<file path="config.mk">
export PLATFORM = sky130hd
export DESIGN_NAME = acrb_core
export DESIGN_NICKNAME = d
export VERILOG_FILES = /design/src/inc/acrb_pkg.sv /design/src/design/acrb_core.sv /design/src/design/acrb_timer.sv
export SDC_FILE = /design/constraint.sdc
export NUM_CORES = 1
export LEC_CHECK = 0
export BUFFER_PORTS_ARGS = -buffer_cell sky130_fd_sc_hd__clkbuf_2
export CORE_ASPECT_RATIO = 0.5
export CORE_MARGIN = 2
export CORE_UTILIZATION = 55
export CTS_CLUSTER_DIAMETER = 60
export CTS_CLUSTER_SIZE = 24
export DETAILED_ROUTE_END_ITERATION = 10
export PLACE_DENSITY = 0.81
export SLEW_MARGIN = 5
export SYNTH_ARGS = -nofsm -noshare
export SYNTH_HDL_FRONTEND = slang
export SYNTH_SLANG_ARGS = --single-unit
</file>
<file path="constraint.sdc">
create_clock -name sys_clk_i -period 3.42 [get_ports sys_clk_i]
set_clock_uncertainty 0.15 [all_clocks]
set_input_delay 0 -clock sys_clk_i [delete_from_list [all_inputs] [get_ports sys_clk_i]]
set_output_delay 0 -clock sys_clk_i [all_outputs]
set_load 0.005 [all_outputs]
</file>
<file path="src/inc/acrb_pkg.sv">
`default_nettype none
package acrb_pkg;

  // Opcodes handled by this block
  localparam logic [7:0] OP_ROTATE_LEFT_PLAIN          = 8'he7;
  localparam logic [7:0] OP_ROTATE_LEFT_THROUGH_CARRY  = 8'hf7;
  localparam logic [7:0] OP_ROTATE_RIGHT_PLAIN         = 8'h77;
  localparam logic [7:0] OP_ROTATE_RIGHT_THROUGH_CARRY = 8'h67;
  localparam logic [7:0] OP_CHOOSE_PROGRAM_BANK_LOW    = 8'he5;
  localparam logic [7:0] OP_CHOOSE_PROGRAM_BANK_HIGH   = 8'hf5;
  localparam logic [7:0] OP_CHOOSE_REGISTER_BANK_LOW   = 8'hc5;
  localparam logic [7:0] OP_CHOOSE_REGISTER_BANK_HIGH  = 8'hd5;
  localparam logic [7:0] OP_HALT_TIMER_COUNTER         = 8'h65;
  localparam logic [7:0] OP_BEGIN_EVENT_COUNTING       = 8'h45;
  localparam logic [7:0] OP_BEGIN_INTERVAL_TIMING      = 8'h55;
  localparam logic [7:0] OP_NIBBLE_SWAP                = 8'h47;
  localparam logic [7:0] OP_ACC_REGISTER_EXCHANGE      = 8'h28;
  localparam logic [7:0] OP_ACC_INDIRECT_EXCHANGE      = 8'h20;
  localparam logic [7:0] OP_ACC_LOW_NIBBLE_EXCHANGE    = 8'h30;

  // Data memory layout
  localparam int         DMEM_ADDR_W     = 6;
  localparam logic [5:0] REG_BANK0_BASE  = 6'h00;
  localparam logic [5:0] REG_BANK1_BASE  = 6'h18;

  // Timer prescaler: one timer tick per 32 instruction cycles
  localparam int         PRESCALE_W      = 5;
  localparam logic [4:0] PRESCALE_LAST   = 5'h1f;
  localparam logic [4:0] PRESCALE_RESET  = 5'h00;

  // Reset values
  localparam logic [7:0] ACC_RESET       = 8'h00;
  localparam logic [7:0] TIMER_RESET     = 8'h00;

  typedef enum logic [1:0] {
    ST_IDLE = 2'b00,
    ST_WAIT = 2'b01,
    ST_PTR  = 2'b10,
    ST_XFER = 2'b11
  } acrb_state_t;

  typedef enum logic [1:0] {
    TM_STOP    = 2'b00,
    TM_TIMER   = 2'b01,
    TM_COUNTER = 2'b10
  } acrb_tmode_t;

endpackage
`default_nettype wire

</file>
<file path="src/design/acrb_core.sv">
`timescale 1ns/10ps
`default_nettype none
module acrb_core
  import acrb_pkg::*;
#(
  parameter int TIMER_W = 8
) (
  // Clock and reset
  input  wire logic                   sys_clk_i,
  input  wire logic                   resetn_i,
  // Instruction issue
  input  wire logic                   op_valid_i,
  input  wire logic [7:0]             opcode_i,
  output logic                        op_ready_o,
  // Interrupt entry and service exit
  input  wire logic                   irq_taken_i,
  input  wire logic                   isr_exit_restore_i,
  // Event pin, asynchronous
  input  wire logic                   event_count_input_i,
  // Timer load from the core
  input  wire logic                   timer_load_i,
  input  wire logic [TIMER_W-1:0]     timer_load_data_i,
  // Data memory port, read data one cycle after mem_rd_o
  output logic [DMEM_ADDR_W-1:0]      mem_addr_o,
  output logic                        mem_rd_o,
  output logic                        mem_we_o,
  output logic [7:0]                  mem_wdata_o,
  input  wire logic [7:0]             mem_rdata_i,
  // Architectural state
  output logic [7:0]                  acc_o,
  output logic                        carry_o,
  output logic                        program_bank_flag_o,
  output logic                        register_bank_flag_o,
  // Timer and counter
  output logic [TIMER_W-1:0]          timer_value_o,
  output logic                        timer_overflow_o,
  output logic                        timer_running_o,
  output logic                        counter_running_o
);

  typedef struct packed {
    acrb_state_t              st;
    logic [7:0]               acc;
    logic                     carry;
    logic                     pbf;
    logic                     rbf;
    logic                     rbf_saved;
    logic                     ptr_phase;
    logic                     nib;
    logic [DMEM_ADDR_W-1:0]   addr;
    logic                     rd;
    logic                     we;
    logic [7:0]               wdata;
    logic [2:0]               ev_sync;
  } acrb_cstate_t;

  acrb_cstate_t q, d;
  logic         accept;
  logic         halt_cmd;
  logic         start_tmr_cmd;
  logic         start_cnt_cmd;
  logic         ev_fall;

  function automatic logic [DMEM_ADDR_W-1:0] reg_addr(input logic bank,
                                                       input logic [2:0] r);
    reg_addr = (bank ? REG_BANK1_BASE : REG_BANK0_BASE) + {3'b000, r};
  endfunction

  assign accept  = op_valid_i && (q.st == ST_IDLE);
  // Falling edge from the two stages behind the first synchroniser flop
  assign ev_fall = q.ev_sync[2] && !q.ev_sync[1];

  always_comb begin
    d             = q;
    d.rd          = 1'b0;
    d.we          = 1'b0;
    d.ev_sync     = {q.ev_sync[1:0], event_count_input_i};
    halt_cmd      = 1'b0;
    start_tmr_cmd = 1'b0;
    start_cnt_cmd = 1'b0;
    if (irq_taken_i) begin
      d.rbf_saved = q.rbf;
    end
    case (q.st)
      ST_IDLE: begin
        if (op_valid_i) begin
          case (opcode_i)
            OP_ROTATE_LEFT_PLAIN: begin
              d.acc = {q.acc[6:0], q.acc[7]};
            end
            OP_ROTATE_LEFT_THROUGH_CARRY: begin
              d.acc   = {q.acc[6:0], q.carry};
              d.carry = q.acc[7];
            end
            OP_ROTATE_RIGHT_PLAIN: begin
              d.acc = {q.acc[0], q.acc[7:1]};
            end
            OP_ROTATE_RIGHT_THROUGH_CARRY: begin
              d.acc   = {q.carry, q.acc[7:1]};
              d.carry = q.acc[0];
            end
            OP_NIBBLE_SWAP: begin
              d.acc = {q.acc[3:0], q.acc[7:4]};
            end
            OP_CHOOSE_PROGRAM_BANK_LOW: begin
              d.pbf = 1'b0;
            end
            OP_CHOOSE_PROGRAM_BANK_HIGH: begin
              d.pbf = 1'b1;
            end
            OP_CHOOSE_REGISTER_BANK_LOW: begin
              d.rbf = 1'b0;
            end
            OP_CHOOSE_REGISTER_BANK_HIGH: begin
              d.rbf = 1'b1;
            end
            OP_HALT_TIMER_COUNTER: begin
              halt_cmd = 1'b1;
            end
            OP_BEGIN_EVENT_COUNTING: begin
              start_cnt_cmd = 1'b1;
            end
            OP_BEGIN_INTERVAL_TIMING: begin
              start_tmr_cmd = 1'b1;
            end
            default: begin
              // Exchange opcodes start a memory access; any other opcode here is accepted and leaves all state alone
              if (opcode_i[7:3] == OP_ACC_REGISTER_EXCHANGE[7:3]) begin
                d.addr      = reg_addr(q.rbf, opcode_i[2:0]);
                d.rd        = 1'b1;
                d.ptr_phase = 1'b0;
                d.nib       = 1'b0;
                d.st        = ST_WAIT;
              end else if (opcode_i[7:1] == OP_ACC_INDIRECT_EXCHANGE[7:1] ||
                           opcode_i[7:1] == OP_ACC_LOW_NIBBLE_EXCHANGE[7:1]) begin
                // First fetch the pointer register of the current bank
                d.addr      = reg_addr(q.rbf, {2'b00, opcode_i[0]});
                d.rd        = 1'b1;
                d.ptr_phase = 1'b1;
                d.nib       = opcode_i[4];
                d.st        = ST_WAIT;
              end
            end
          endcase
        end
      end
      ST_WAIT: begin
        d.st = q.ptr_phase ? ST_PTR : ST_XFER;
      end
      ST_PTR: begin
        // Only pointer bits 0-5 address memory; the pointer is never written
        d.addr      = mem_rdata_i[DMEM_ADDR_W-1:0];
        d.rd        = 1'b1;
        d.ptr_phase = 1'b0;
        d.st        = ST_WAIT;
      end
      ST_XFER: begin
        d.we = 1'b1;
        if (q.nib) begin
          d.wdata = {mem_rdata_i[7:4], q.acc[3:0]};
          d.acc   = {q.acc[7:4], mem_rdata_i[3:0]};
        end else begin
          d.wdata = q.acc;
          d.acc   = mem_rdata_i;
        end
        d.st = ST_IDLE;
      end
      default: d.st = ST_IDLE;
    endcase
    if (isr_exit_restore_i) begin
      d.rbf = q.rbf_saved;
    end
  end

  always_ff @(posedge sys_clk_i or negedge resetn_i) begin
    if (!resetn_i) begin
      q <= '0;
    end else begin
      q <= d;
    end
  end

  acrb_timer #(
    .TIMER_W (TIMER_W)
  ) u_timer (
    .sys_clk_i         (sys_clk_i),
    .resetn_i          (resetn_i),
    .halt_i            (halt_cmd),
    .start_timer_i     (start_tmr_cmd),
    .start_counter_i   (start_cnt_cmd),
    .load_i            (timer_load_i),
    .load_data_i       (timer_load_data_i),
    .count_edge_i      (ev_fall),
    .value_o           (timer_value_o),
    .overflow_o        (timer_overflow_o),
    .timer_running_o   (timer_running_o),
    .counter_running_o (counter_running_o)
  );

  assign op_ready_o           = (q.st == ST_IDLE);
  assign mem_addr_o           = q.addr;
  assign mem_rd_o             = q.rd;
  assign mem_we_o             = q.we;
  assign mem_wdata_o          = q.wdata;
  assign acc_o                = q.acc;
  assign carry_o              = q.carry;
  assign program_bank_flag_o  = q.pbf;
  assign register_bank_flag_o = q.rbf;

  // Previous-cycle copies used only by the checks below
  logic [7:0] h_acc_r;
  logic       h_carry_r;
  logic [7:0] h_op_r;

  always_ff @(posedge sys_clk_i or negedge resetn_i) begin
    if (!resetn_i) begin
      h_acc_r   <= ACC_RESET;
      h_carry_r <= 1'b0;
      h_op_r    <= 8'h00;
    end else begin
      h_acc_r   <= acc_o;
      h_carry_r <= carry_o;
      h_op_r    <= opcode_i;
    end
  end

  a_rotate_left_plain: assert property (@(posedge sys_clk_i) disable iff (!resetn_i)
    accept && opcode_i == OP_ROTATE_LEFT_PLAIN
    |=> acc_o == {h_acc_r[6:0], h_acc_r[7]} && carry_o == h_carry_r)
    else $error("plain left rotate wrong");

  a_rotate_left_carry: assert property (@(posedge sys_clk_i) disable iff (!resetn_i)
    accept && opcode_i == OP_ROTATE_LEFT_THROUGH_CARRY
    |=> acc_o == {h_acc_r[6:0], h_carry_r} && carry_o == h_acc_r[7])
    else $error("left rotate through carry wrong");

  a_rotate_right_plain: assert property (@(posedge sys_clk_i) disable iff (!resetn_i)
    accept && opcode_i == OP_ROTATE_RIGHT_PLAIN
    |=> acc_o == {h_acc_r[0], h_acc_r[7:1]} && carry_o == h_carry_r)
    else $error("plain right rotate wrong");

  a_rotate_right_carry: assert property (@(posedge sys_clk_i) disable iff (!resetn_i)
    accept && opcode_i == OP_ROTATE_RIGHT_THROUGH_CARRY
    |=> acc_o == {h_carry_r, h_acc_r[7:1]} && carry_o == h_acc_r[0])
    else $error("right rotate through carry wrong");

  a_nibble_swap_op: assert property (@(posedge sys_clk_i) disable iff (!resetn_i)
    accept && opcode_i == OP_NIBBLE_SWAP
    |=> acc_o == {h_acc_r[3:0], h_acc_r[7:4]} && carry_o == h_carry_r)
    else $error("nibble swap wrong");

  a_program_bank_sel: assert property (@(posedge sys_clk_i) disable iff (!resetn_i)
    accept && (opcode_i == OP_CHOOSE_PROGRAM_BANK_LOW ||
               opcode_i == OP_CHOOSE_PROGRAM_BANK_HIGH)
    |=> program_bank_flag_o == h_op_r[4] ##1 program_bank_flag_o == h_op_r[4]
        || op_ready_o)
    else $error("program bank flag wrong");

  a_register_bank_sel: assert property (@(posedge sys_clk_i) disable iff (!resetn_i)
    accept && !isr_exit_restore_i && (opcode_i == OP_CHOOSE_REGISTER_BANK_LOW ||
                                      opcode_i == OP_CHOOSE_REGISTER_BANK_HIGH)
    |=> register_bank_flag_o == h_op_r[4] && carry_o == h_carry_r)
    else $error("register bank flag wrong");

  a_bank_restore_exit: assert property (@(posedge sys_clk_i) disable iff (!resetn_i)
    (irq_taken_i && !isr_exit_restore_i) ##1 (isr_exit_restore_i && !irq_taken_i)
    |=> register_bank_flag_o == $past(register_bank_flag_o, 2))
    else $error("bank not restored on service exit");

  a_reg_exchange_seq: assert property (@(posedge sys_clk_i) disable iff (!resetn_i)
    accept && opcode_i[7:3] == OP_ACC_REGISTER_EXCHANGE[7:3]
    |=> (mem_rd_o && mem_addr_o[2:0] == h_op_r[2:0] &&
         mem_addr_o[4:3] == {2{register_bank_flag_o}})
        ##2 (mem_we_o && mem_wdata_o == h_acc_r && op_ready_o))
    else $error("register exchange sequence wrong");

  a_ind_exchange_seq: assert property (@(posedge sys_clk_i) disable iff (!resetn_i)
    accept && opcode_i[7:1] == OP_ACC_INDIRECT_EXCHANGE[7:1]
    |=> mem_rd_o ##1 !mem_rd_o ##1 mem_rd_o ##2 (mem_we_o && mem_wdata_o == h_acc_r))
    else $error("indirect exchange sequence wrong");

  a_nibble_exchange: assert property (@(posedge sys_clk_i) disable iff (!resetn_i)
    accept && opcode_i[7:1] == OP_ACC_LOW_NIBBLE_EXCHANGE[7:1]
    |-> ##5 (mem_we_o && acc_o[7:4] == h_acc_r[7:4] &&
             mem_wdata_o[3:0] == h_acc_r[3:0] && carry_o == h_carry_r))
    else $error("low nibble exchange wrong");

endmodule
`default_nettype wire

</file>
<file path="src/design/acrb_timer.sv">
`timescale 1ns/10ps
`default_nettype none
module acrb_timer
  import acrb_pkg::*;
#(
  parameter int TIMER_W = 8
) (
  // Clock and reset
  input  wire logic               sys_clk_i,
  input  wire logic               resetn_i,
  // Commands from the decoder, and the timer load from the core
  input  wire logic               halt_i,
  input  wire logic               start_timer_i,
  input  wire logic               start_counter_i,
  input  wire logic               load_i,
  input  wire logic [TIMER_W-1:0] load_data_i,
  // Synchronised falling edge of the event input
  input  wire logic               count_edge_i,
  // Status
  output logic [TIMER_W-1:0]      value_o,
  output logic                    overflow_o,
  output logic                    timer_running_o,
  output logic                    counter_running_o
);

  typedef struct packed {
    acrb_tmode_t               mode;
    logic [PRESCALE_W-1:0]     pre;
    logic [TIMER_W-1:0]        value;
    logic                      ovf;
  } acrb_tstate_t;

  acrb_tstate_t q, d;
  logic         tick;

  always_comb begin
    d     = q;
    d.ovf = 1'b0;
    tick  = 1'b0;
    case (q.mode)
      TM_TIMER: begin
        d.pre = q.pre + 5'h01;
        if (q.pre == PRESCALE_LAST) begin
          d.pre = PRESCALE_RESET;
          tick  = 1'b1;
        end
      end
      TM_COUNTER: tick = count_edge_i;
      TM_STOP:    tick = 1'b0;
      default:    d.mode = TM_STOP;
    endcase
    if (tick) begin
      d.value = q.value + {{(TIMER_W-1){1'b0}}, 1'b1};
      d.ovf   = &q.value;
    end
    if (load_i) begin
      d.value = load_data_i;
    end
    if (halt_i) begin
      d.mode = TM_STOP;
    end else if (start_counter_i) begin
      d.mode = TM_COUNTER;
    end else if (start_timer_i) begin
      // Prescaler restarts, the count itself carries on
      d.mode = TM_TIMER;
      d.pre  = PRESCALE_RESET;
      // A tick due in the same cycle is dropped so the count stays put
      if (!load_i) begin
        d.value = q.value;
        d.ovf   = 1'b0;
      end
    end
  end

  always_ff @(posedge sys_clk_i or negedge resetn_i) begin
    if (!resetn_i) begin
      q <= '0;
    end else begin
      q <= d;
    end
  end

  assign value_o           = q.value;
  assign overflow_o        = q.ovf;
  assign timer_running_o   = (q.mode == TM_TIMER);
  assign counter_running_o = (q.mode == TM_COUNTER);

  a_timer_tick_rate: assert property (@(posedge sys_clk_i) disable iff (!resetn_i)
    (q.mode == TM_TIMER && q.pre == PRESCALE_LAST && !load_i && !halt_i
     && !start_counter_i && !start_timer_i) |=> value_o == $past(value_o) + 8'h01)
    else $error("timer did not tick after 32 cycles");

  a_timer_start_keeps: assert property (@(posedge sys_clk_i) disable iff (!resetn_i)
    (start_timer_i && !halt_i && !start_counter_i && !load_i)
    |=> (q.pre == PRESCALE_RESET && $stable(value_o) && timer_running_o))
    else $error("timer start changed count or kept prescaler");

  a_halt_freezes: assert property (@(posedge sys_clk_i) disable iff (!resetn_i)
    (halt_i ##1 (!load_i && !start_timer_i && !start_counter_i))
    |=> $stable(value_o) && !timer_running_o && !counter_running_o)
    else $error("count moved after halt");

  a_event_counts: assert property (@(posedge sys_clk_i) disable iff (!resetn_i)
    (counter_running_o && count_edge_i && !load_i && !halt_i && !start_timer_i)
    |=> value_o == $past(value_o) + 8'h01)
    else $error("event edge not counted");

endmodule
`default_nettype wire

</file>
[Word level (Yosys, flattened, before mapping)]
Cells that the tools add are included.
Operators by class
  add/subtract/negate cells: 4
  $mul: 0
  div/mod/pow operators: 0
  $lt $le $gt $ge: 0
  equality and inequality tests: 28
  shift-type cells: 0
  muxes and demuxes: 45
  bitwise logic cells: 1
  reductions and logical operators: 24
Operators with widths (number)
  9-bit 2-to-1 mux: 7
  8-bit by 7-bit equality test with 1-bit output (second input constant): 6
  8-bit equality test (second input constant): 6
  8-bit case mux with 5 select lines: 1
  14-bit 2-to-1 mux: 2
  8-bit 2-to-1 mux: 3
  16-bit 2-to-1 mux: 1
  8-bit case mux with 2 select lines: 1
  5-bit 2-to-1 mux: 3
  3-bit AND reduction: 5
  7-bit by 5-bit equality test with 1-bit output (second input constant): 2
  7-bit case mux with 2 select lines: 1
  2-bit nonzero test: 7
  1-bit 2-to-1 mux: 13
  13-bit 2-to-1 mux: 1
  2-bit 2-to-1 mux: 6
  4-bit AND reduction: 3
  12-bit OR reduction: 1
  1-bit case mux with 2 select lines: 5
  8-bit by 1-bit adder with 8-bit output (second input constant): 1
  2-bit case mux with 4 select lines: 1
  8-bit AND reduction: 1
  5-bit by 1-bit adder with 6-bit output: 1
  6-bit by 3-bit adder with 6-bit output: 1
  other kinds (17): 23
Storage, ports and cells
  register bits: 51
  latch bits: 0
  bits in writable memories: 0
  bits in read-only memories: 0
  input port bits: 31
  memories: 0

[Logic depth before layout (Yosys ltp)]
  depth after elaboration: 9
  mapped depth: 9
  depth with buffers taken out: 7

[Modules after synthesis]
From an unflattened synthesis, not the netlist that was laid out.
Unflattened totals
  cells, all modules: 320
  area total of the unflattened synthesis: 3089.2 um^2
By module, submodules not included
  acrb_core: instances 1, cells an instance 217, area each 2113.3 um^2
  acrb_timer: instances 1, cells an instance 103, area each 975.9 um^2

[Worst setup path after synthesis]
OpenSTA, ideal clock, no wires.
  path type: reg-to-reg
  from: register u_timer.q[9] (netlist name)
  to: register u_timer.q, in the netlist u_timer.value_o[7]
  setup time: 82 ps
  arrival: 1918 ps
  required time: 3188 ps
  slack: 1271 ps
  cell stages (with the launch flop): 9
  path buffers: 1
  clock period less this slack: 2149 ps
  path through: dfrtp_1 -> ha_1 -> and3_1 -> ha_1 -> nand2_1 -> a21o_1 -> clkbuf_1 -> or4_1 -> a31oi_1
On the way
  longest elaborated chain between the ends: 9
RTL lines
  start, declared: line acrb_timer.sv:33  | acrb_tstate_t q, d;
  start signal, assigned: line acrb_timer.sv:77  | q <= '0;
  start signal, assigned: line acrb_timer.sv:79  | q <= d;
  5-bit equality test (*): line acrb_timer.sv:43  | if (q.pre == PRESCALE_LAST) begin
  1-bit 2-to-1 mux (*): line acrb_timer.sv:43
  1-bit case mux with 2 select lines (*): line acrb_timer.sv:40  | case (q.mode)
  9-bit 2-to-1 mux (*): line acrb_timer.sv:52  | if (tick) begin
  8-bit 2-to-1 mux (*): line acrb_timer.sv:56  | if (load_i) begin
  9-bit 2-to-1 mux: line acrb_timer.sv:68  | if (!load_i) begin
  16-bit 2-to-1 mux: line acrb_timer.sv:63  | end else if (start_timer_i) begin
  14-bit 2-to-1 mux: line acrb_timer.sv:61  | end else if (start_counter_i) begin
  14-bit 2-to-1 mux (*): line acrb_timer.sv:59  | if (halt_i) begin
Every way passes the cells marked *; elsewhere a longest branch is shown, timed or not. The select of a mux whose other input is x is not followed.
A chain may end at the register's enable or synchronous reset.

[Final worst setup path]
  from: register u_timer.q[9] (netlist name)
  to: register u_timer.q, in the netlist u_timer.value_o[6]
Same word-level chain as after synthesis.

==> impl_metrics.py <==
metrics = {
    "pwr": {
        "leakage_uw": 0.00168,
        "p_total_uw": 2530,
        "powerDensity_nw_per_um2": 675,
        "peakVddDrop_v": 0.000378,
    },
    "setup_path": {
        "crit_fanout": 5,
        "endpoint_kind": "flip-flop",
        "reg2reg_to": "u_timer.value_o[6]$_DFFE_PN0P_",
        "cp_cell_sequence": "ha_1, and3_1, ha_1, nand2_1, a2111oi_0, a211o_1, nand3_1, dlygate4sd3_1",
        "worstSetupPathType": "reg -> reg",
        "reg2reg_slack_ns": 0.49,
        "worstRegToRegCells": 8,
        "crit_required_ns": 3.44,
        "critPathArrivalTime_ns": 2.95,
        "cp_common_cell": "ha_1",
        "cp_slowest_cell": "a2111oi_0",
        "r2r_start": "u_timer.q[9]$_DFF_PN0_",
        "start_kind": "flip-flop",
        "cpPeakStageDelay_ns": 0.71,
    },
    "sta": {
        "slew_headroom_pct": 42.6,
        "final.setup.tns_ns": 0,
        "hold_violations": 0,
        "report.final.slew_viol_count": 0,
        "fin_crit_sh_pct": 85.6,
        "period_minus_slack_ns": 2.93,
        "worst_hold_slack_ns": 0.0144,
        "clock.fmax_mhz": 342,
        "worst_pin_slew_ns": 0.862,
        "rsz0062_at_grt": "no",
        "setup_viol": 0,
    },
    "synthesis": {
        "synthCells": 332,
        "ys_ff_latch": 51,
        "synth_edf_count": 0,
        "syn_nets": 373,
        "yosysWarnings": 0,
        "synth_area_per_cell_um2": 9.48,
        "synthTopCellsByArea": "dfrtp_1 41%, buf_4 7.4%, ha_1 4.0%",
        "synth.area.mux_share_pct": 6.72,
        "ys_seq_area_share_pct": 40.6,
        "syn_area_um2": 3150,
        "synthArstFlopShare_pct": 100,
        "synthSimpleGateAreaFrac_pct": 18.7,
        "synth_xor_area_share_pct": 0,
        "synth_top_area_cell": "dfrtp_1",
        "synth_compound_area_share_pct": 18.4,
        "synth-main-ff-cell": "dfrtp_1",
        "synth_fa_ha_area_share_pct": 3.98,
        "synth_top_family_by_area": "simple AND/OR/NAND/NOR gates",
        "yosysUniqueCellTypes": 59,
        "synthDominantCellAreaShare_pct": 40.6,
    },
    "global_route": {
        "grt_pass1_vias": 2605,
        "grt_pass1_wl_mm": 12.5,
        "grt_max_degree": 52,
        "antenna_found_initial": 0,
        "grtUsageTotal_pct": 24.4,
        "use_met3_pct": 5.53,
        "busiest_layer": "met2",
        "met1_usage_pct": 32.0,
        "grtUsageMet2_pct": 42.0,
        "grt-ovfl-total": 0,
    },
    "die": {
        "die_w_um": 111,
        "rows": 19,
        "floorplan.core_area_um2": 5490,
        "die_y_um": 57.5,
        "dieArea_um2": 6380,
        "ios": 70,
        "start_util_pct": 57.3,
    },
    "clock_network": {
        "ctsRootBufferMaster": "clkbuf_16",
        "cts_buffer_depth": 2,
        "clock-sinks": 51,
        "cts-buffers-inserted": 5,
        "cts_setup_buffers": 0,
        "insertion_delay_ns": 0.28,
        "htreeDepth": 2,
        "cts.clk_slew.worst_paths_ns": 0.07,
        "cts_tree": "yes",
    },
    "layout": {
        "post-route-util_pct": 68.2,
        "drive_above_1_share_pct": 23.9,
        "syn2layout_area_growth_pct": 19.0,
        "n_fill_cell": 421,
        "antenna_cells": 0,
        "nNetsFinal": 434,
        "fin_area_um2": 3740,
    },
    "placed_design": {
        "dpl_cell_area_um2": 3290,
        "port_buffers": 69,
        "routabilityCongestion": 0.884,
        "dpl.hpwl_mm": 5.04,
    },
    "detailed_routing": {
        "drt_pass1_iterations": 4,
        "drc": 0,
        "drtIter0Drc": 267,
        "wl_mm": 7.34,
        "dr_total_vias": 2686,
        "via_per_inst": 5.75,
        "wire_per_inst_um": 15.7,
        "ant_nets": 0,
    },
    "min_path": {
        "min_path_cells": 4,
        "hold_end": "mem_addr_o[0]$_DFFE_PN0P_",
        "hp-start": "opcode_i[0]",
        "worstHoldPathType": "in -> reg",
    },
    "job": {
        "drv_cap": 0,
    },
    "status": {
        "status": "finished clean",
    },
}
## final cells by class
cell class / instances / area [um2] / area share [%]
inverter: 19 / 71.3 / 1.90
multi-input combinational: 217 / 1500 / 40.1
tap: 73 / 91.3 / 2.44
sequential: 51 / 1280 / 34.1
timing repair buffer: 99 / 643 / 17.2
clock inverter: 1 / 7.51 / 0.200
clock buffer: 7 / 153 / 4.08
## through the flow
stage | setup WS [ns] | std cells
after floorplan | 1.27 | 332
final | 0.493 | 467
after global placement | 1.26 | 430
after CTS | 0.526 | 467
after detailed placement | 1.13 | 430
after global routing | 0.284 | 467
## power breakdown
| group | total, uW | switching [uW] | internal, uW |
|---|---|---|---|
| Combinational | 1000 | 519 | 483 |
| Clock | 529 | 218 | 311 |
| Sequential | 996 | 191 | 805 |
## placed cells by master, fill, tap and decap left out, drive strengths merged, types with 2 or more instances in the layout
master and n:
nor3 11, nor3b 2, or4 3, mux2 9
or3 3, nand3b 2, dlygate4sd3 29, a22o 3
a221o 2, nor2b 5, clkbuf 76, a21o 2
or2 4, dfrtp 51, o21ai 5, mux2i 11
and3 2, ha 10, inv 19, o211ai 2
and3b 2, o2111ai 2, o41ai 3, nor2 21
a31oi 10, o31ai 5, o221ai 7, a21oi 20
nand4 5, o311ai 4, nand2 26, nand2b 4
and2 3, nand3 11, a41oi 4
## worst max-delay path, delay by kind of cell (launching register included)
family          cells  cell delay (ns)
simple gates        3             0.34
buf+inv             1             0.55
fa+ha+maj           2             0.43
compound gates      2             0.94
flops               1             0.39
## flip-flops by register name, summed over array words and instances, names as in the netlist
name	count
acc_o	8
u_timer.value_o	8
register_bank_flag_o	1
carry_o	1
u_timer.q	7
program_bank_flag_o	1
q	6
u_timer.overflow_o	1
mem_we_o	1
d	2
mem_rd_o	1
mem_wdata_o	8
mem_addr_o	6
## synth_stat cells, types with 3 or more instances
library cell,number
o221ai_1,7
mux2_2,6
or4_1,3
a31oi_1,10
a22o_1,3
o31ai_1,5
nor2_1,21
inv_1,19
buf_4,31
nor2b_1,5
buf_2,3
nand2b_1,4
and2_1,3
dfrtp_1,51
nand4_1,5
mux2_1,3
ha_1,10
nand3_1,11
a41oi_1,4
clkbuf_1,7
o311ai_1,4
o21ai_0,3
or2_2,3
nor3_1,11
or3_1,3
buf_1,3
nand2_1,26
a21oi_1,20
mux2i_1,11
## worst max-delay path by stage
stage                      startpoint                        endpoint  slack (ns)  cells after the start
6_report       u_timer.q[9]$_DFF_PN0_  u_timer.value_o[6]$_DFFE_PN0P_        0.49                      8
5_1_grt        u_timer.q[9]$_DFF_PN0_  u_timer.value_o[6]$_DFFE_PN0P_        0.28                      8
4_1_cts        u_timer.q[9]$_DFF_PN0_  u_timer.value_o[6]$_DFFE_PN0P_        0.53                      8
3_5_place_dp   u_timer.q[9]$_DFF_PN0_  u_timer.value_o[6]$_DFFE_PN0P_        1.13                      7
3_3_place_gp   u_timer.q[9]$_DFF_PN0_  u_timer.value_o[6]$_DFFE_PN0P_        1.26                      7
2_1_floorplan  u_timer.q[9]$_DFF_PN0_  u_timer.value_o[7]$_DFFE_PN0P_        1.27                      8
## cells by family (layout without fill, tap and decap cells)
kind of cell    after synthesis  after routing
simple gates                109            109
compound gates               78             78
buf+inv                      64            126
flops                        51             51
mux                          20             20
fa+ha+maj                    10             10
## routing by layer
| metal | wire length [um] | part of all wire (%) |
|---|---|---|
| met5 | 0 | 0 |
| met4 | 67 | 0.91 |
| met3 | 435 | 5.9 |
| met2 | 3550 | 48 |
| met1 | 3280 | 45 |
## what timing repair did
item	in CTS	in global routing
hold buffers	29	0
endpoints found under the hold margin	83	0
endpoints found under the setup margin	0	0
gates resized for setup	0	0
Note: power is estimated with default switching activity, not from simulation.
